===== src/include/pwm_pkg.sv =====
package pwm_pkg;

  // ---------------------------------------------------------------
  // Register indices (byte address is four times the index)
  // ---------------------------------------------------------------
  localparam logic [7:0] IDX_CTL = 8'hAE;
  localparam logic [7:0] IDX_A_LO = 8'hAF;
  localparam logic [7:0] IDX_A_HI = 8'hB0;
  localparam logic [7:0] IDX_B_LO = 8'hB1;
  localparam logic [7:0] IDX_B_HI = 8'hB2;
  localparam logic [7:0] IDX_ROUTE = 8'hB3;
  localparam logic [7:0] IDX_COUNT = 8'hB4;
  localparam logic [7:0] CTL_RESET = 8'h00;
  localparam int ADR_W = 10;

  // ---------------------------------------------------------------
  // Counter and prescaler constants
  // ---------------------------------------------------------------
  localparam logic [15:0] CNT_TOP = 16'hFFFF;
  localparam logic [3:0] DIV15_LAST = 4'hE;
  localparam logic [5:0] PRE_LAST_1 = 6'h00;
  localparam logic [5:0] PRE_LAST_4 = 6'h03;
  localparam logic [5:0] PRE_LAST_16 = 6'h0F;
  localparam logic [5:0] PRE_LAST_64 = 6'h3F;
  localparam logic [5:0] PRE_HALF_4 = 6'h01;
  localparam logic [5:0] PRE_HALF_16 = 6'h07;
  localparam logic [5:0] PRE_HALF_64 = 6'h1F;

  // ---------------------------------------------------------------
  // Types
  // ---------------------------------------------------------------
  typedef enum logic [2:0] {
    MODE_OFF = 3'b000,
    MODE_SINGLE = 3'b001,
    MODE_TWIN8 = 3'b010,
    MODE_TWIN16 = 3'b011,
    MODE_NRZ = 3'b100,
    MODE_DUAL8 = 3'b101,
    MODE_RZ = 3'b110,
    MODE_RSVD = 3'b111
  } mode_t;

  typedef enum logic [1:0] {
    SRC_OSC_DIV15 = 2'b00,
    SRC_OSC_DIV = 2'b01,
    SRC_EXT = 2'b10,
    SRC_OSC = 2'b11
  } src_t;

  typedef enum logic [1:0] {
    PRE_1 = 2'b00,
    PRE_4 = 2'b01,
    PRE_16 = 2'b10,
    PRE_64 = 2'b11
  } pre_t;

  typedef struct packed {
    logic first_output_off;
    mode_t mode;
    pre_t prescale;
    src_t clock_source;
  } ctl_t;

  typedef struct packed {
    logic cyc;
    logic stb;
    logic we;
    logic [ADR_W-1:0] adr;
    logic [3:0] sel;
    logic [31:0] dat;
  } wb_req_t;

endpackage


===== src/verilog/pwm_clock_gen.sv =====
`timescale 1ns/10ps
module pwm_clock_gen #(
  parameter logic [7:0] OSC_DIV_LAST = 8'h00
) (
  // Clock and reset
  input wire logic clk_i,
  input wire logic rst_i,
  // Control
  input wire logic clear_i,
  input pwm_pkg::src_t src_i,
  input pwm_pkg::pre_t pre_i,
  input wire logic ext_i,
  // Modulator clock strobes
  output logic tick_o,
  output logic half_o
);
  import pwm_pkg::*;

  typedef struct packed {
    logic [7:0] osc;
    logic [3:0] c15;
    logic ext_prev;
    logic [5:0] pre;
    logic tick;
    logic half;
  } gen_t;

  gen_t st;
  gen_t next_st;
  logic osc_en;
  logic src_en;
  logic [5:0] last;
  logic [5:0] mid;

  function automatic logic [5:0] pre_last(input pre_t p);
    case (p)
      PRE_4: return PRE_LAST_4;
      PRE_16: return PRE_LAST_16;
      PRE_64: return PRE_LAST_64;
      default: return PRE_LAST_1;
    endcase
  endfunction

  function automatic logic [5:0] pre_half(input pre_t p);
    case (p)
      PRE_4: return PRE_HALF_4;
      PRE_16: return PRE_HALF_16;
      PRE_64: return PRE_HALF_64;
      default: return PRE_LAST_1;
    endcase
  endfunction

  always_comb
  begin
    next_st = st;
    osc_en = (st.osc == OSC_DIV_LAST);
    next_st.osc = osc_en ? '0 : st.osc + 8'h01;
    next_st.ext_prev = ext_i;
    if (osc_en)
    begin
      next_st.c15 = (st.c15 == DIV15_LAST) ? '0 : st.c15 + 4'h1;
    end
    // Clock source select [RL3]
    case (src_i)
      SRC_OSC_DIV15: src_en = osc_en && (st.c15 == DIV15_LAST);
      SRC_OSC_DIV: src_en = osc_en;
      SRC_EXT: src_en = ext_i && !st.ext_prev;
      default: src_en = 1'b1;
    endcase
    // Prescaler /1 /4 /16 /64 [RL2]
    last = pre_last(pre_i);
    mid = pre_half(pre_i);
    next_st.tick = src_en && (st.pre == last);
    next_st.half = src_en && (st.pre == mid) && (last != PRE_LAST_1);
    if (src_en)
    begin
      next_st.pre = (st.pre == last) ? '0 : st.pre + 6'h01;
    end
    if (clear_i)
    begin
      next_st.pre = '0;
      next_st.tick = 1'b0;
      next_st.half = 1'b0;
    end
  end

  always_ff @(posedge clk_i)
  begin
    if (rst_i)
    begin
      st <= '0;
    end
    else
    begin
      st <= next_st;
    end
  end

  assign tick_o = st.tick;
  assign half_o = st.half;

endmodule


===== src/verilog/dual_pwm_sigma_delta_unit.sv =====
// Local design decision: the Wishbone slave port.
`timescale 1ns/10ps
// Function
// [RL1] Mode field bits 6..4 selects seven modes
// [RL2] Prescaler divides selected clock by 1/4/16/64
// [RL3] Bits 1..0 choose modulator clock source
// [RL4] Bit 7 releases the first output pin
// [RL5] Control write clears the modulator counter
// [RL6] Wide modes: low byte goes to holding
// [RL7] High write transfers pair; applies next cycle
// [RL8] Routing register picks one of two pairs
// [RL9] Disabled mode releases both output pins
// [RL10] Single: B sets period, A duty
// [RL11] Twin 8-bit: B low byte sets period
// [RL12] Twin 8-bit: A low at A-low match
// [RL13] Twin 8-bit: B high/low on byte matches
// [RL14] Twin 16-bit: counter runs full 65536
// [RL15] Twin 16-bit: first high below value A
// [RL16] Twin 16-bit: second high below value B
// [RL17] Twin 16-bit: both rise at wrap
// [RL18] Sigma-delta: outputs update every modulator clock
// [RL19] Sigma-delta: exact high count per 65536
// [RL20] Sigma-delta: high clocks spread evenly
// [RL21] Dual 8-bit: own period and duty each
// [RL22] Return-to-zero: high half, then low half; with prescaler /1 the code never returns low
// [RL23] 8-bit/single: wrap after period, A high
// [RL24] Reserved mode acts as disabled
module dual_pwm_sigma_delta_unit #(
  parameter logic [7:0] OSC_DIV_LAST = 8'h00
) (
  // Clock and reset
  input wire logic clk_i,
  input wire logic rst_i,
  // Register bus
  input pwm_pkg::wb_req_t wb_i,
  output logic ack_o,
  output logic [31:0] dat_o,
  // External clock input
  input wire logic external_count_input_i,
  // Output pins
  output logic first_output_pin_o,
  output logic first_output_pin_oe_o,
  output logic second_output_pin_o,
  output logic second_output_pin_oe_o,
  output logic alternate_first_pin_o,
  output logic alternate_first_pin_oe_o,
  output logic alternate_second_pin_o,
  output logic alternate_second_pin_oe_o
);
  import pwm_pkg::*;

  typedef struct packed {
    ctl_t ctl;
    logic route;
    logic [7:0] hold_a;
    logic [7:0] hold_b;
    logic [15:0] stg_a;
    logic [15:0] stg_b;
    logic [15:0] act_a;
    logic [15:0] act_b;
    logic [15:0] cnt;
    logic [7:0] cnt2;
    logic [15:0] acc_a;
    logic [15:0] acc_b;
    logic lvl_a;
    logic lvl_b;
    logic [3:0] pin;
    logic [3:0] oe;
    logic ack;
    logic [31:0] dat;
  } state_t;

  state_t st;
  state_t next_st;
  logic tick;
  logic half;
  logic wr;
  logic ctl_wr;
  logic [7:0] idx;
  logic [7:0] d;
  logic wide;
  logic wrap;
  logic wrap2;
  logic [15:0] la;
  logic [15:0] lb;
  logic [15:0] nc;
  logic [7:0] nc2;
  logic [16:0] sa;
  logic [16:0] sb;
  logic en_a;
  logic en_b;

  // ---------------------------------------------------------------
  // Mode decoding
  // ---------------------------------------------------------------
  function automatic logic is_wide(input mode_t m);
    return (m == MODE_SINGLE) || (m == MODE_TWIN16) ||
           (m == MODE_NRZ) || (m == MODE_RZ);
  endfunction

  function automatic logic is_idle(input mode_t m);
    return (m == MODE_OFF) || (m == MODE_RSVD);
  endfunction

  // ---------------------------------------------------------------
  // Modulator clock
  // ---------------------------------------------------------------
  pwm_clock_gen #(
    .OSC_DIV_LAST(OSC_DIV_LAST)
  ) clock_gen (
    .clk_i(clk_i),
    .rst_i(rst_i),
    .clear_i(ctl_wr),
    .src_i(st.ctl.clock_source),
    .pre_i(st.ctl.prescale),
    .ext_i(external_count_input_i),
    .tick_o(tick),
    .half_o(half)
  );

  // ---------------------------------------------------------------
  // Next state
  // ---------------------------------------------------------------
  always_comb
  begin
    next_st = st;
    idx = wb_i.adr[ADR_W-1:2];
    d = wb_i.dat[7:0];
    wr = wb_i.cyc && wb_i.stb && st.ack && wb_i.we && wb_i.sel[0];
    ctl_wr = wr && (idx == IDX_CTL);
    wide = is_wide(st.ctl.mode); // [RL6]
    case (st.ctl.mode)
      MODE_SINGLE: wrap = (st.cnt == st.act_b); // [RL10] [RL23]
      MODE_TWIN8, MODE_DUAL8: wrap = (st.cnt[7:0] == st.act_b[7:0]); // [RL11]
      default: wrap = (st.cnt == CNT_TOP); // [RL14]
    endcase
    wrap2 = (st.cnt2 == st.act_b[15:8]);
    la = wrap ? st.stg_a : st.act_a; // [RL7]
    lb = wrap ? st.stg_b : st.act_b;
    nc = wrap ? '0 : st.cnt + 16'h0001;
    nc2 = wrap2 ? '0 : st.cnt2 + 8'h01;
    sa = {1'b0, st.acc_a} + {1'b0, la};
    sb = {1'b0, st.acc_b} + {1'b0, lb};

    // Bus handshake: ack one cycle after the request, then low
    next_st.ack = wb_i.cyc && wb_i.stb && !st.ack;
    if (wb_i.cyc && wb_i.stb && !st.ack)
    begin
      if (idx == IDX_CTL)
        next_st.dat = {24'h000000, st.ctl};
      else if (idx == IDX_A_LO)
        next_st.dat = {24'h000000, st.stg_a[7:0]};
      else if (idx == IDX_A_HI)
        next_st.dat = {24'h000000, st.stg_a[15:8]};
      else if (idx == IDX_B_LO)
        next_st.dat = {24'h000000, st.stg_b[7:0]};
      else if (idx == IDX_B_HI)
        next_st.dat = {24'h000000, st.stg_b[15:8]};
      else if (idx == IDX_ROUTE)
        next_st.dat = {31'h00000000, st.route};
      else if (idx == IDX_COUNT)
        next_st.dat = {14'h0000, st.lvl_b, st.lvl_a, st.cnt};
      else
        next_st.dat = '0;
    end

    // Modulator step on each modulator clock [RL1] [RL18]
    if (tick)
    begin
      next_st.cnt = nc;
      next_st.act_a = la;
      next_st.act_b = lb;
      case (st.ctl.mode)
        MODE_SINGLE:
        begin
          if (wrap)
            next_st.lvl_b = (la != '0); // [RL23]
          else if (nc == la)
            next_st.lvl_b = 1'b0; // [RL10]
        end
        MODE_TWIN8:
        begin
          if (wrap)
            next_st.lvl_a = (la[7:0] != '0); // [RL23]
          else if (nc[7:0] == la[7:0])
            next_st.lvl_a = 1'b0; // [RL12]
          if (nc[7:0] == lb[15:8])
            next_st.lvl_b = 1'b1; // [RL13]
          else if (nc[7:0] == la[15:8])
            next_st.lvl_b = 1'b0; // [RL13]
        end
        MODE_TWIN16:
        begin
          next_st.lvl_a = (nc < la); // [RL15] [RL17]
          next_st.lvl_b = (nc < lb); // [RL16] [RL17]
        end
        MODE_NRZ, MODE_RZ:
        begin
          // Carry of a first-order accumulator spreads highs evenly
          next_st.acc_a = sa[15:0]; // [RL19] [RL20]
          next_st.acc_b = sb[15:0];
          next_st.lvl_a = sa[16]; // [RL18]
          next_st.lvl_b = sb[16];
        end
        MODE_DUAL8:
        begin
          next_st.cnt2 = nc2; // [RL21]
          if (wrap)
            next_st.lvl_a = (la[7:0] != '0);
          else if (nc[7:0] == la[7:0])
            next_st.lvl_a = 1'b0; // [RL21]
          if (wrap2)
            next_st.lvl_b = (la[15:8] != '0);
          else if (nc2 == la[15:8])
            next_st.lvl_b = 1'b0; // [RL21]
        end
        default:
        begin
          next_st.lvl_a = 1'b0;
          next_st.lvl_b = 1'b0;
        end
      endcase
    end
    if (half && (st.ctl.mode == MODE_RZ))
    begin
      next_st.lvl_a = 1'b0; // [RL22]
      next_st.lvl_b = 1'b0;
    end
    if (is_idle(st.ctl.mode))
    begin
      next_st.act_a = st.stg_a;
      next_st.act_b = st.stg_b;
    end

    // Register writes
    if (ctl_wr)
    begin
      next_st.ctl = ctl_t'(d); // [RL1] [RL2] [RL3]
      next_st.cnt = '0; // [RL5]
      next_st.cnt2 = '0;
      next_st.acc_a = '0;
      next_st.acc_b = '0;
      next_st.lvl_a = 1'b0;
      next_st.lvl_b = 1'b0;
    end
    else if (wr && (idx == IDX_A_LO))
    begin
      if (wide)
        next_st.hold_a = d; // [RL6]
      else
        next_st.stg_a[7:0] = d;
    end
    else if (wr && (idx == IDX_A_HI))
    begin
      next_st.stg_a[15:8] = d;
      if (wide)
        next_st.stg_a[7:0] = st.hold_a; // [RL7]
    end
    else if (wr && (idx == IDX_B_LO))
    begin
      if (wide)
        next_st.hold_b = d; // [RL6]
      else
        next_st.stg_b[7:0] = d;
    end
    else if (wr && (idx == IDX_B_HI))
    begin
      next_st.stg_b[15:8] = d;
      if (wide)
        next_st.stg_b[7:0] = st.hold_b; // [RL7]
    end
    else if (wr && (idx == IDX_ROUTE))
    begin
      next_st.route = d[0];
    end

    // Pin drive and routing
    en_a = !is_idle(next_st.ctl.mode) && // [RL9] [RL24]
           (next_st.ctl.mode != MODE_SINGLE) && // [RL10]
           !next_st.ctl.first_output_off; // [RL4]
    en_b = !is_idle(next_st.ctl.mode);
    if (next_st.route) // [RL8]
    begin
      next_st.oe = {en_b, en_a, 2'b00};
      next_st.pin = {next_st.lvl_b & en_b, next_st.lvl_a & en_a, 2'b00};
    end
    else
    begin
      next_st.oe = {2'b00, en_b, en_a};
      next_st.pin = {2'b00, next_st.lvl_b & en_b, next_st.lvl_a & en_a};
    end
  end

  always_ff @(posedge clk_i)
  begin
    if (rst_i)
    begin
      st <= '0;
      st.ctl <= ctl_t'(CTL_RESET);
    end
    else
    begin
      st <= next_st;
    end
  end

  assign ack_o = st.ack;
  assign dat_o = st.dat;
  assign first_output_pin_o = st.pin[0];
  assign first_output_pin_oe_o = st.oe[0];
  assign second_output_pin_o = st.pin[1];
  assign second_output_pin_oe_o = st.oe[1];
  assign alternate_first_pin_o = st.pin[2];
  assign alternate_first_pin_oe_o = st.oe[2];
  assign alternate_second_pin_o = st.pin[3];
  assign alternate_second_pin_oe_o = st.oe[3];
endmodule


===== config.mk =====
export PLATFORM = sky130hd
export DESIGN_NAME = dual_pwm_sigma_delta_unit
export DESIGN_NICKNAME = d
export VERILOG_FILES = /design/src/include/pwm_pkg.sv /design/src/verilog/pwm_clock_gen.sv /design/src/verilog/dual_pwm_sigma_delta_unit.sv
export SDC_FILE = /design/constraint.sdc
export NUM_CORES = 1
export LEC_CHECK = 0
export ABC_CLOCK_PERIOD_IN_PS = 9100
export BUFFER_PORTS_ARGS = -buffer_cell sky130_fd_sc_hd__buf_2
export CAP_MARGIN = 20
export CORE_ASPECT_RATIO = 1.4
export CORE_MARGIN = 2
export CORE_UTILIZATION = 40
export CTS_CLUSTER_SIZE = 24
export DETAILED_ROUTE_END_ITERATION = 12
export GPL_TIMING_DRIVEN = 0
export SKIP_CTS_REPAIR_TIMING = 1
export SLEW_MARGIN = 0
export SYNTH_ARGS = -nofsm -noshare
export SYNTH_HDL_FRONTEND = slang
export SYNTH_SLANG_ARGS = --single-unit

===== constraint.sdc =====
create_clock -name clk_i -period 9.1 [get_ports clk_i]
set_clock_uncertainty 0.05 [all_clocks]
set_input_delay 0 -clock clk_i [delete_from_list [all_inputs] [get_ports clk_i]]
set_output_delay 0 -clock clk_i [all_outputs]
set_load 0.02 [all_outputs]

; ---- Word-level counts from Yosys, hierarchy flattened
; Cells that the tools add are included.
[classes]
eq_ne = 35
order_cmp = 2
bitwise = 7
add_sub_neg = 7
muxes = 56
n_reduce_logical = 55
[ops]
columns = op, n
row1 = $mux 16, 8
row2 = $mux 18, 7
row3 = $mux 8, 14
row4 = $mux 90, 1
row5 = $mux 32, 2
row6 = $eq 8x8->1 const B, 7
row7 = $mux 49, 1
row8 = $eq 8x8->1, 6
row9 = $add 16x16->17, 2
row10 = $eq 16x16->1, 2
row11 = $lt 16x16->1, 2
row12 = $logic_and 1x1->1, 19
row13 = $pmux 6 s3, 1
row14 = $add 16x1->16 const B, 1
row15 = $add 8x1->8 const B, 2
row16 = $eq 16x16->1 const B, 1
row17 = $reduce_bool 16->1, 1
row18 = $reduce_bool 8->1, 2
row19 = $eq 3x3->1 const B, 5
row20 = $pmux 5 s3, 1
row21 = $mux 1, 13
row22 = $reduce_or 2->1, 6
row23 = $reduce_and 5->1, 2
row24 = $reduce_bool 2->1, 5
row25 = 30 further kinds, 51
[word_totals]
output_inout_bits = 41
reg_bits = 209
input_bits = 52

; ---- Longest topological paths before layout
; Gate-level depths: netlist (run 1).
[depth]
ltp_word = 13
ltp_mapped = 25
depth_no_buf = 21

; ---- Cells and area by module
; Synthesis (run 1) repeated with hierarchy kept, for this count alone.
[unflattened]
cells_unflattened = 1663
hier_area_um2 = 12488.2
[by_module_without_submodules]
columns = mod, n_inst, seq_area_each_um2, cells_each, area_per_inst_um2
row1 = dual_pwm_sigma_delta_unit, 1, 3483.3, 1540, 11426.0
row2 = pwm_clock_gen, 1, 420.4, 123, 1062.3

; ---- Worst setup path after synthesis (run 1)
; OpenSTA, ideal clock, no wires.
[synth_path]
path_kind = reg2reg
startpoint = register st[184] (netlist name)
endpoint = register st, in the netlist first_output_pin_o
setup_slack_ps = 4355
t_arrival_ps = 4603
t_required_ps = 8958
setup_time_ps = 92
path_stages_with_launch = 25
path_cell_list = dfxtp_1 or3b_1 buf_2 a2111oi_4 a31oi_1 and2_4 or3_4 o21ai_2 buf_4 buf_2 nand2_1 nand2_1 ha_1 inv_1 fa_1 nor2b_1 o21ai_0 a21boi_0 o21ai_0 a211oi_1 o31ai_1 o21ai_0 a21oi_1 o21a_1 nor4_1
[synth_between]
elab_chain_len = 12
elab_cells_between_ends = 31
cone_classes = add/sub: 1 / order compare: 1 / eq/ne: 9 / mux: 10 / bitwise: 1 / reduce/logical: 9
[synth_lines]
columns = item, line
row1 = start: declaration, dual_pwm_sigma_delta_unit.sv:73  ; state_t st;
row2 = start signal: assignment, dual_pwm_sigma_delta_unit.sv:303  ; st <= next_st;
row3 = branches (longest 11 deep; another with $add 16x16->17), --
row4 = $and 1x1->1 (*), dual_pwm_sigma_delta_unit.sv:290  ; next_st.pin = {2'b00, next_st.lvl_b & en_b, next_st.lvl_a & en_a};
; Every way passes the cells marked *. The select of a mux whose other input is x is not followed.
; A chain may end at the register's enable or synchronous reset.

; ---- Worst setup path after layout (run 1)
[layout_path]
startpoint = register st[114] (netlist name)
endpoint = register st, in the netlist first_output_pin_o
[layout_between]
elab_chain_len = 11
elab_cells_between_ends = 15
cone_classes = add/sub: 1 / order compare: 1 / eq/ne: 2 / mux: 9 / bitwise: 1 / reduce/logical: 1
[layout_lines]
columns = item, line
row1 = $eq 16x16->1 (*), dual_pwm_sigma_delta_unit.sv:133  ; MODE_SINGLE: wrap = (st.cnt == st.act_b);
row2 = $pmux 1 s2 (*), dual_pwm_sigma_delta_unit.sv:132  ; case (st.ctl.mode)
row3 = branches (longest 4 deep; another with $add 16x16->17), --
row4 = $pmux 1 s4 (*), dual_pwm_sigma_delta_unit.sv:173  ; case (st.ctl.mode)
row5 = $mux 90 (*), dual_pwm_sigma_delta_unit.sv:168  ; if (tick)
row6 = $mux 2 (*), dual_pwm_sigma_delta_unit.sv:224  ; if (half && (st.ctl.mode == MODE_RZ))
row7 = $mux 2 (*), dual_pwm_sigma_delta_unit.sv:236  ; if (ctl_wr)
row8 = $and 1x1->1 (*), dual_pwm_sigma_delta_unit.sv:290
; Marks and branches as above.

==> results of run 1 <==
cell families (layout without fill, tap and decap cells):
| kind of cell | after synthesis | in the layout | share of synthesized area |
|---|---|---|---|
| other | 1 | 15 | 0.000305 |
| buffers and inverters | 193 | 273 | 0.0714 |
| adder cells (fa/ha/maj) | 70 | 70 | 0.0724 |
| multiplexers | 34 | 34 | 0.0276 |
| AO/OA/AOI/OAI | 370 | 370 | 0.196 |
| AND/OR/NAND/NOR | 696 | 696 | 0.254 |
| flip-flops | 195 | 195 | 0.317 |
| XOR/XNOR | 86 | 86 | 0.0612 |
flip-flops by register name, summed over array words and instances (netlist names):
name                       cells
alternate_first_pin_o          1
clock_gen.tick_o               1
alternate_second_pin_oe_o      1
first_output_pin_o             1
alternate_second_pin_o         1
clock_gen.st                  19
alternate_first_pin_oe_o       1
clock_gen.half_o               1
ack_o                          1
second_output_pin_o            1
st                           147
second_output_pin_oe_o         1
dat_o                         18
first_output_pin_oe_o          1
power groups by stage:
stage / Clock [W] / Sequential [W] / Combinational [W]
2_1_floorplan: 0 / 0.000878 / 0.0000421
3_5_place_dp: 0 / 0.000878 / 0.0000647
3_3_place_gp: 0 / 0.000878 / 0.0000644
5_1_grt: 0.000800 / 0.000859 / 0.0000731
6_report: 0.000754 / 0.000858 / 0.0000680
4_1_cts: 0.000768 / 0.000858 / 0.0000649
how the worst min path moves through the flow:
stage	start	endpoint	slack (ns)	cells after the start
after floorplan	external_count_input_i	clock_gen.st[8]$_SDFF_PP0_	0.08	1
after global placement	external_count_input_i	clock_gen.st[8]$_SDFF_PP0_	0.19	2
after detailed placement	external_count_input_i	clock_gen.st[8]$_SDFF_PP0_	0.19	2
after CTS	external_count_input_i	clock_gen.st[8]$_SDFF_PP0_	-0.28	2
after global routing	wb_i[4]	st[159]$_SDFFE_PP0P_	-0.005	3
final	wb_i[4]	st[143]$_SDFFE_PP0P_	-0.01	3
routing by layer:
| metal | routed length (um) | vias up |
|---|---|---|
| li1 | - | 5834 |
| met1 | 16800 | 5614 |
| met2 | 21700 | 459 |
| met3 | 2340 | 178 |
| met4 | 3730 | 0 |
| met5 | 0 | - |
tightest hold or removal path: stages:
cell and delay (ns):
sky130_fd_sc_hd__clkbuf_1 0.26, sky130_fd_sc_hd__nand2_1 0.13, sky130_fd_sc_hd__a21oi_1 0.06
layout by cell type, fill, tap and decap left out, types with 18 or more instances in the layout:
| cell type | n |
|---|---|
| sky130_fd_sc_hd__o22ai_1 | 18 |
| sky130_fd_sc_hd__nand3_1 | 45 |
| sky130_fd_sc_hd__inv_1 | 64 |
| sky130_fd_sc_hd__a22oi_1 | 25 |
| sky130_fd_sc_hd__mux2i_1 | 34 |
| sky130_fd_sc_hd__nor3_1 | 28 |
| sky130_fd_sc_hd__clkbuf_1 | 65 |
| sky130_fd_sc_hd__o21ai_0 | 54 |
| sky130_fd_sc_hd__nor4_1 | 18 |
| sky130_fd_sc_hd__nand2_1 | 300 |
| sky130_fd_sc_hd__buf_4 | 36 |
| sky130_fd_sc_hd__xor2_1 | 27 |
| sky130_fd_sc_hd__a211oi_1 | 19 |
| sky130_fd_sc_hd__xnor2_1 | 59 |
| sky130_fd_sc_hd__a21o_1 | 23 |
| sky130_fd_sc_hd__buf_2 | 56 |
| sky130_fd_sc_hd__ha_1 | 68 |
| sky130_fd_sc_hd__dfxtp_1 | 195 |
| sky130_fd_sc_hd__nor2_1 | 189 |
| sky130_fd_sc_hd__a21oi_1 | 130 |
area by class of cell:
cell class,instances,area share
tap,390,0.0356
sequential,195,0.285
clock inverter,13,0.0101
clock buffer,18,0.0313
antenna,1,0.000183
timing repair buffer,49,0.0212
inverter,65,0.0178
buffer,128,0.0464
multi-input combinational,1270,0.553
per-stage QoR:
step                 util  hold WS, ns
finish              0.449      -0.0117
detailed placement  0.427        0.190
CTS                 0.446       -0.284
global placement    0.427        0.186
global route        0.449     -0.00469
floorplan               -       0.0782
==> flow_summary.html, run 1 <==
<table>
<tr><th>Metric</th><th>Value</th></tr>
<tr><th colspan="2">Setup path</th></tr>
<tr><td>Critical path cell sequence</td><td>clkbuf_1, or2_2, o21ai_1, a221oi_1, nand4b_1, and3b_1, nor2_1, buf_2, buf_2, nand2_1, nand2_1, ha_1, inv_1, fa_1, nor2b_1, o21ai_0, a21boi_0, o21ai_0, a211oi_1, o31ai_1, o21ai_0, a21oi_1, o21a_1, nor4_1</td></tr>
<tr><td>Capturing element of the worst setup path</td><td>first_output_pin_o$_SDFF_PP0_</td></tr>
<tr><td>Dominant delay contributor by cell family on the critical path</td><td>compound AO/OA/AOI/OAI gates</td></tr>
<tr><td>Worst R2R Setup Slack</td><td>2.73 ns</td></tr>
<tr><td>End of the worst register-to-register path</td><td>first_output_pin_o$_SDFF_PP0_</td></tr>
<tr><td>Startpoint class of the critical path</td><td>flop</td></tr>
<tr><td>Required time at the endpoint of the critical path</td><td>9.41 ns</td></tr>
<tr><td>Crit Path Category</td><td>flop to flop</td></tr>
<tr><td>Element type at the critical path end</td><td>flop</td></tr>
<tr><td>Buf/Inv on CP</td><td>4</td></tr>
<tr><td>Worst path max stage delay</td><td>0.48 ns</td></tr>
<tr><td>Cell depth of the worst setup path</td><td>24</td></tr>
<tr><td>Cell depth of the worst flop-to-flop path</td><td>24</td></tr>
<tr><td>Data arrival at the endpoint of the critical path</td><td>6.68 ns</td></tr>
<tr><td>Worst path most repeated cell</td><td>sky130_fd_sc_hd__o21ai_0</td></tr>
<tr><td>Slowest-stage cell, CP</td><td>sky130_fd_sc_hd__clkbuf_1</td></tr>
<tr><td>R2R Path Start</td><td>st[114]$_SDFFE_PP0P_</td></tr>
<tr><td>Biggest fanout along the worst timing path</td><td>10</td></tr>
<tr><td>Worst Setup SP</td><td>st[114]$_SDFFE_PP0P_</td></tr>
<tr><th colspan="2">Floorplan</th></tr>
<tr><td>Total core area</td><td>30500 sq um</td></tr>
<tr><td>I/O pin count</td><td>93</td></tr>
<tr><td>Area of the die</td><td>32200 sq um</td></tr>
<tr><td>Overall die height</td><td>212 um</td></tr>
<tr><td>Number of standard-cell rows in the floorplan</td><td>76</td></tr>
<tr><td>Die X-Extent</td><td>152 um</td></tr>
<tr><td>Initial core utilization</td><td>0.403</td></tr>
<tr><th colspan="2">Clocking</th></tr>
<tr><td>Worst-path clk slew</td><td>0.08 ns</td></tr>
<tr><td>TritonCTS Buffers</td><td>17</td></tr>
<tr><td>H-tree levels</td><td>4</td></tr>
<tr><td>CTS tree</td><td>built</td></tr>
<tr><td>Clock Root Buffer</td><td>sky130_fd_sc_hd__clkbuf_16</td></tr>
<tr><td>TritonCTS sink count</td><td>195</td></tr>
<tr><td>Maximum clock path buffer count</td><td>2</td></tr>
<tr><td>Worst skew pair latency</td><td>0.46 ns</td></tr>
<tr><th colspan="2">STA</th></tr>
<tr><td>Setup repair after global routing missed its margin</td><td>false</td></tr>
<tr><td>Slack of the critical path</td><td>2.73 ns</td></tr>
<tr><td>Worst max-slew margin expressed relative to the limit</td><td>0.284</td></tr>
<tr><td>Fin. Hold Viols</td><td>2</td></tr>
<tr><td>Post-layout min period</td><td>6.37 ns</td></tr>
<tr><td>Pins Over Slew Limit</td><td>0</td></tr>
<tr><td>Final Hold Slack</td><td>-0.0117 ns</td></tr>
<tr><td>Setup Viol. Count Final</td><td>0</td></tr>
<tr><td>Transition time of the tightest slew-check pin</td><td>1.06 ns</td></tr>
<tr><td>Setup TNS</td><td>0 ns</td></tr>
<tr><td>Final clock period utilization by the worst path</td><td>0.700</td></tr>
<tr><td>Highest Clock Rate</td><td>157 MHz</td></tr>
<tr><th colspan="2">Yosys</th></tr>
<tr><td>Cell count after synthesis</td><td>1645</td></tr>
<tr><td>Number of synthesis warnings</td><td>0</td></tr>
<tr><td>Summed instance area of the synthesized netlist</td><td>12300 sq um</td></tr>
<tr><td>Largest cells by area after synthesis</td><td>sky130_fd_sc_hd__dfxtp_1 32%, sky130_fd_sc_hd__nand2_1 9.1%, sky130_fd_sc_hd__ha_1 6.9%, sky130_fd_sc_hd__nor2_1 5.8%, sky130_fd_sc_hd__a21oi_1 5.3%</td></tr>
<tr><td>Ys flop type</td><td>sky130_fd_sc_hd__dfxtp_1</td></tr>
<tr><td>Dominant cell type by area after synthesis</td><td>sky130_fd_sc_hd__dfxtp_1</td></tr>
<tr><td>Mean post-synth cell area</td><td>7.48 sq um</td></tr>
<tr><td>Sequential-to-total area share from yosys stat</td><td>0.317</td></tr>
<tr><td>Number of flip-flops and latches in the synthesized netlist</td><td>195</td></tr>
<tr><td>Synth unique cells</td><td>77</td></tr>
<tr><td>Top cell type's share of synthesized area</td><td>0.317</td></tr>
<tr><td>Most frequent cells after synthesis</td><td>300 x sky130_fd_sc_hd__nand2_1, 195 x sky130_fd_sc_hd__dfxtp_1, 189 x sky130_fd_sc_hd__nor2_1</td></tr>
<tr><td>Synth async-reset ratio</td><td>0</td></tr>
<tr><td>Number of synthesized flops with an enable pin</td><td>0</td></tr>
<tr><td>Most instantiated library cell after synthesis</td><td>sky130_fd_sc_hd__nand2_1</td></tr>
<tr><th colspan="2">Power and ir drop</th></tr>
<tr><td>Clock power share</td><td>0.449</td></tr>
<tr><td>Share of total power consumed by net switching</td><td>0.260</td></tr>
<tr><td>Internal Pwr Total</td><td>0.00124 W</td></tr>
<tr><td>Lkg Pwr</td><td>5.53 nW</td></tr>
<tr><td>Power dissipated by switching net loads</td><td>0.000437 W</td></tr>
<tr><td>Peak VDD IR</td><td>0.119 mV</td></tr>
<tr><td>Total power draw</td><td>0.00168 W</td></tr>
<tr><td>Share of power burned in combinational logic</td><td>0.040</td></tr>
<tr><td>Flop pwr share</td><td>0.511</td></tr>
<tr><td>Power density cells</td><td>123 nW/um^2</td></tr>
<tr><th colspan="2">Placed design</th></tr>
<tr><td>Worst setup slack before clock tree synthesis</td><td>2.82 ns</td></tr>
<tr><td>Dpl cells</td><td>2087</td></tr>
<tr><td>Final Wtd Congestion</td><td>1.02</td></tr>
<tr><td>HPWL Detailed</td><td>34600 um</td></tr>
<tr><td>Number of buffers inserted by port buffering</td><td>39</td></tr>
<tr><td>Placed Instance Area</td><td>13000 sq um</td></tr>
<tr><th colspan="2">Layout</th></tr>
<tr><td>Sequential standard cell area</td><td>3900 sq um</td></tr>
<tr><td>Synth-to-Final Area Change</td><td>11.4%</td></tr>
<tr><td>Final std cells w/o fill</td><td>2129</td></tr>
<tr><td>Share of cells above drive strength 1</td><td>0.0852</td></tr>
<tr><td>Number of fillers in the final layout</td><td>3108</td></tr>
<tr><td>Final net count</td><td>1848</td></tr>
<tr><td>Area occupied by multi-input gates</td><td>7580 sq um</td></tr>
<tr><td>Final non-filler cell area</td><td>13700 sq um</td></tr>
<tr><th colspan="2">Status</th></tr>
<tr><td>Violations in the final reports</td><td>negative hold slack</td></tr>
<tr><td>Outcome</td><td>finished, violations left</td></tr>
<tr><th colspan="2">Drt</th></tr>
<tr><td>Via count</td><td>12100</td></tr>
<tr><td>Antenna Nets Post-Route</td><td>0</td></tr>
<tr><td>Detailed-route wire length per cell</td><td>20.9 um</td></tr>
<tr><td>Initial DRC Count</td><td>830</td></tr>
<tr><td>Number of remaining DRC errors</td><td>0</td></tr>
<tr><td>Routed via count divided by cell count</td><td>5.68</td></tr>
<tr><td>WL final</td><td>44500 um</td></tr>
<tr><td>Number of detailed-route iterations in the first pass</td><td>5</td></tr>
<tr><th colspan="2">Global route</th></tr>
<tr><td>Gr usage total</td><td>0.274</td></tr>
<tr><td>Global routing usage on met1</td><td>0.294</td></tr>
<tr><td>Number of antenna violations at the first check in global routing</td><td>0</td></tr>
<tr><td>Congestion Overflow GR</td><td>0</td></tr>
<tr><td>Largest net degree at the start of global routing</td><td>20</td></tr>
<tr><td>GR met3 Demand/Resource</td><td>0.0399</td></tr>
<tr><td>Wire length of the first global-routing pass</td><td>67100 um</td></tr>
<tr><td>Most crowded layer after global routing</td><td>met2</td></tr>
<tr><td>Via count of the first global-routing pass</td><td>11500</td></tr>
<tr><td>Global-route track usage on met2</td><td>0.489</td></tr>
<tr><th colspan="2">Worst hold path</th></tr>
<tr><td>Hold Crit Class</td><td>primary input to flop</td></tr>
<tr><th colspan="2">Run</th></tr>
<tr><td>Max-Cap Viols</td><td>0</td></tr>
</table>
(Power assumes the default switching activity.)
==> run 2: changes to the inputs <==
--- a/config.mk
+++ b/config.mk
@@ -5,7 +5,7 @@
 export SDC_FILE = /design/constraint.sdc
 export NUM_CORES = 1
 export LEC_CHECK = 0
-export ABC_CLOCK_PERIOD_IN_PS = 9100
+export ABC_CLOCK_PERIOD_IN_PS = 5400
 export BUFFER_PORTS_ARGS = -buffer_cell sky130_fd_sc_hd__buf_2
 export CAP_MARGIN = 20
 export CORE_ASPECT_RATIO = 1.4
==> constraint.sdc (replaced) <==
create_clock -name clk_i -period 5.4 [get_ports clk_i]
set_clock_uncertainty 0.05 [all_clocks]
set_input_delay 0 -clock clk_i [delete_from_list [all_inputs] [get_ports clk_i]]
set_output_delay 0 -clock clk_i [all_outputs]
set_load 0.02 [all_outputs]
==> flow_summary.html, run 2 (synthesized netlist as in run 1, its figures left out) <==
<table>
<tr><th>Metric</th><th>Value</th></tr>
<tr><th colspan="2">Clocking</th></tr>
<tr><td>TritonCTS sink count</td><td>195</td></tr>
<tr><td>Worst-path clk slew</td><td>0.08 ns</td></tr>
<tr><td>Worst skew pair latency</td><td>0.46 ns</td></tr>
<tr><td>Maximum clock path buffer count</td><td>2</td></tr>
<tr><td>CTS tree</td><td>built</td></tr>
<tr><td>Clock Root Buffer</td><td>sky130_fd_sc_hd__clkbuf_16</td></tr>
<tr><td>H-tree levels</td><td>4</td></tr>
<tr><td>TritonCTS Buffers</td><td>17</td></tr>
<tr><th colspan="2">Placed design</th></tr>
<tr><td>HPWL Detailed</td><td>34600 um</td></tr>
<tr><td>Number of buffers inserted by port buffering</td><td>39</td></tr>
<tr><td>Final Wtd Congestion</td><td>1.02</td></tr>
<tr><td>Dpl cells</td><td>2087</td></tr>
<tr><th colspan="2">Layout</th></tr>
<tr><td>Share of cells above drive strength 1</td><td>0.106</td></tr>
<tr><td># diodes</td><td>0</td></tr>
<tr><td>Synth-to-Final Area Change</td><td>13.2%</td></tr>
<tr><td>Register ranked first by flip-flop count</td><td>st</td></tr>
<tr><td>Most frequent standard cell in the layout excluding fill and tap cells</td><td>sky130_fd_sc_hd__nand2_1</td></tr>
<tr><td>Final net count</td><td>1852</td></tr>
<tr><td>Commonest non-fill, non-tap cells in the layout</td><td>299 x sky130_fd_sc_hd__nand2_1, 189 x sky130_fd_sc_hd__dfxtp_1, 188 x sky130_fd_sc_hd__nor2_1, 130 x sky130_fd_sc_hd__a21oi_1, 68 x sky130_fd_sc_hd__ha_1</td></tr>
<tr><td>Number of flip-flops in the largest register</td><td>147</td></tr>
<tr><td>Final cell utilization of the core</td><td>0.457</td></tr>
<tr><td>Final std cells w/o fill</td><td>2132</td></tr>
<tr><th colspan="2">Setup path</th></tr>
<tr><td>Crit Path Category</td><td>flop to flop</td></tr>
<tr><td>Worst path max stage delay</td><td>0.52 ns</td></tr>
<tr><td>Startpoint class of the critical path</td><td>flop</td></tr>
<tr><td>Biggest fanout along the worst timing path</td><td>10</td></tr>
<tr><td>Slowest-stage cell, CP</td><td>sky130_fd_sc_hd__o41ai_2</td></tr>
<tr><td>Worst Setup SP</td><td>st[185]$_SDFF_PP0_</td></tr>
<tr><td>End of the worst register-to-register path</td><td>st[41]$_SDFF_PP0_</td></tr>
<tr><td>Capturing element of the worst setup path</td><td>st[41]$_SDFF_PP0_</td></tr>
<tr><td>Cell depth of the worst flop-to-flop path</td><td>21</td></tr>
<tr><td>Dominant delay contributor by cell family on the critical path</td><td>compound AO/OA/AOI/OAI gates</td></tr>
<tr><td>Buf/Inv on CP</td><td>4</td></tr>
<tr><td>Required time at the endpoint of the critical path</td><td>5.68 ns</td></tr>
<tr><td>R2R Path Start</td><td>st[185]$_SDFF_PP0_</td></tr>
<tr><td>Worst R2R Setup Slack</td><td>0.06 ns</td></tr>
<tr><td>Cell depth of the worst setup path</td><td>21</td></tr>
<tr><td>Data arrival at the endpoint of the critical path</td><td>5.61 ns</td></tr>
<tr><td>Critical path cell sequence</td><td>or3b_1, buf_4, o21ai_4, a221oi_4, nand4b_1, or3_4, o21ai_4, buf_6, buf_2, nand2_1, nand2_1, inv_1, ha_1, nand4_1, o41ai_2, nor3_1, a211o_1, o21bai_1, a22oi_2, a41oi_2, nor2b_1</td></tr>
<tr><td>Element type at the critical path end</td><td>flop</td></tr>
<tr><th colspan="2">Drt</th></tr>
<tr><td>Detailed-route wire length per cell</td><td>21.0 um</td></tr>
<tr><td>Antenna Nets Post-Route</td><td>0</td></tr>
<tr><td>Number of remaining DRC errors</td><td>0</td></tr>
<tr><td>WL final</td><td>44900 um</td></tr>
<tr><td>Initial DRC Count</td><td>748</td></tr>
<tr><td>Number of detailed-route iterations in the first pass</td><td>5</td></tr>
<tr><td>Via count</td><td>12200</td></tr>
<tr><td>Routed via count divided by cell count</td><td>5.72</td></tr>
<tr><th colspan="2">Floorplan</th></tr>
<tr><td>Initial core utilization</td><td>0.403</td></tr>
<tr><td>Total core area</td><td>30500 sq um</td></tr>
<tr><td>Overall die height</td><td>212 um</td></tr>
<tr><td>Die X-Extent</td><td>152 um</td></tr>
<tr><td>I/O pin count</td><td>93</td></tr>
<tr><td>Number of standard-cell rows in the floorplan</td><td>76</td></tr>
<tr><td>Area of the die</td><td>32200 sq um</td></tr>
<tr><th colspan="2">STA</th></tr>
<tr><td>Final Hold Slack</td><td>-0.0152 ns</td></tr>
<tr><td>Fin. Hold Viols</td><td>2</td></tr>
<tr><td>Post-layout min period</td><td>5.34 ns</td></tr>
<tr><td>Pins Over Slew Limit</td><td>0</td></tr>
<tr><td>Highest Clock Rate</td><td>187 MHz</td></tr>
<tr><td>Worst max-slew margin expressed relative to the limit</td><td>0.260</td></tr>
<tr><td>Final clock period utilization by the worst path</td><td>0.989</td></tr>
<tr><td>Setup Viol. Count Final</td><td>0</td></tr>
<tr><td>Transition time of the tightest slew-check pin</td><td>1.10 ns</td></tr>
<tr><th colspan="2">Global route</th></tr>
<tr><td>Via count of the first global-routing pass</td><td>11500</td></tr>
<tr><td>Number of antenna violations at the first check in global routing</td><td>0</td></tr>
<tr><td>Congestion Overflow GR</td><td>0</td></tr>
<tr><td>Wire length of the first global-routing pass</td><td>67100 um</td></tr>
<tr><td>Largest net degree at the start of global routing</td><td>20</td></tr>
<tr><td>Gr usage total</td><td>0.274</td></tr>
<tr><th colspan="2">Power and ir drop</th></tr>
<tr><td>Power density cells</td><td>203 nW/um^2</td></tr>
<tr><td>Peak VDD IR</td><td>0.187 mV</td></tr>
<tr><td>Lkg Pwr</td><td>5.62 nW</td></tr>
<tr><th colspan="2">Run</th></tr>
<tr><td>Max-Cap Viols</td><td>0</td></tr>
<tr><th colspan="2">Status</th></tr>
<tr><td>Outcome</td><td>finished, violations left</td></tr>
<tr><td>Violations in the final reports</td><td>negative hold slack</td></tr>
<tr><th colspan="2">Worst hold path</th></tr>
<tr><td>Hold Crit Class</td><td>primary input to flop</td></tr>
<tr><td>Number of instances on the worst hold path</td><td>3</td></tr>
</table>
## run 2: metrics by stage
stage / hold slack, ns / setup slack (ns) / total power, W / cell area (sq um) / setup TNS, ns
floorplan: 0.0782 / 0.655 / 0.00155 / 12400 / 0
global placement: 0.186 / -0.880 / 0.00159 / 13000 / -6.11
detailed placement: 0.190 / -0.877 / 0.00159 / 13000 / -5.94
CTS: -0.284 / -0.910 / 0.00285 / 13600 / -6.34
global route: -0.00985 / -0.0204 / 0.00292 / 13900 / -0.0355
finish: -0.0152 / 0.0616 / 0.00283 / 13900 / 0
## run 2: where the power goes
group,internal (W),switching (W),leakage [nW]
clock network,0.000616,0.000654,0.279
logic,0.0000357,0.0000792,3.76
registers,0.00144,0.00000390,1.58
total,0.00209,0.000737,5.62
## run 2: how the worst min path moves through the flow
stage | from | endpoint | slack, ns
final | wb_i[4] | st[143]$_SDFFE_PP0P_ | -0.02
after global placement | external_count_input_i | clock_gen.st[8]$_SDFF_PP0_ | 0.19
after CTS | external_count_input_i | clock_gen.st[8]$_SDFF_PP0_ | -0.28
after global routing | wb_i[4] | st[159]$_SDFFE_PP0P_ | -0.01
after detailed placement | external_count_input_i | clock_gen.st[8]$_SDFF_PP0_ | 0.19
after floorplan | external_count_input_i | clock_gen.st[8]$_SDFF_PP0_ | 0.08
## run 2: worst min-delay path, stage by stage
cell,delay (ns)
sky130_fd_sc_hd__clkbuf_1,0.26
sky130_fd_sc_hd__nand2_1,0.13
sky130_fd_sc_hd__a21oi_1,0.06
## run 2: final cells by class
class                      instances  area, sq um
sequential                       195         3920
clock inverter                    13          139
inverter                          65          244
buffer                           123          654
tap                              390          488
fill                            3096        16600
multi-input combinational       1270         7720
clock buffer                      18          429
timing repair buffer              58          355
## run 2: routing by layer
metal	routed length (um)	share of wire	up-vias	GRT usage
met5	0	0	-	0
met4	3850	0.086	0	0.200
met3	2600	0.058	184	0.0399
met2	21800	0.49	509	0.489
met1	16600	0.37	5670	0.294
li1	-	-	5837	-
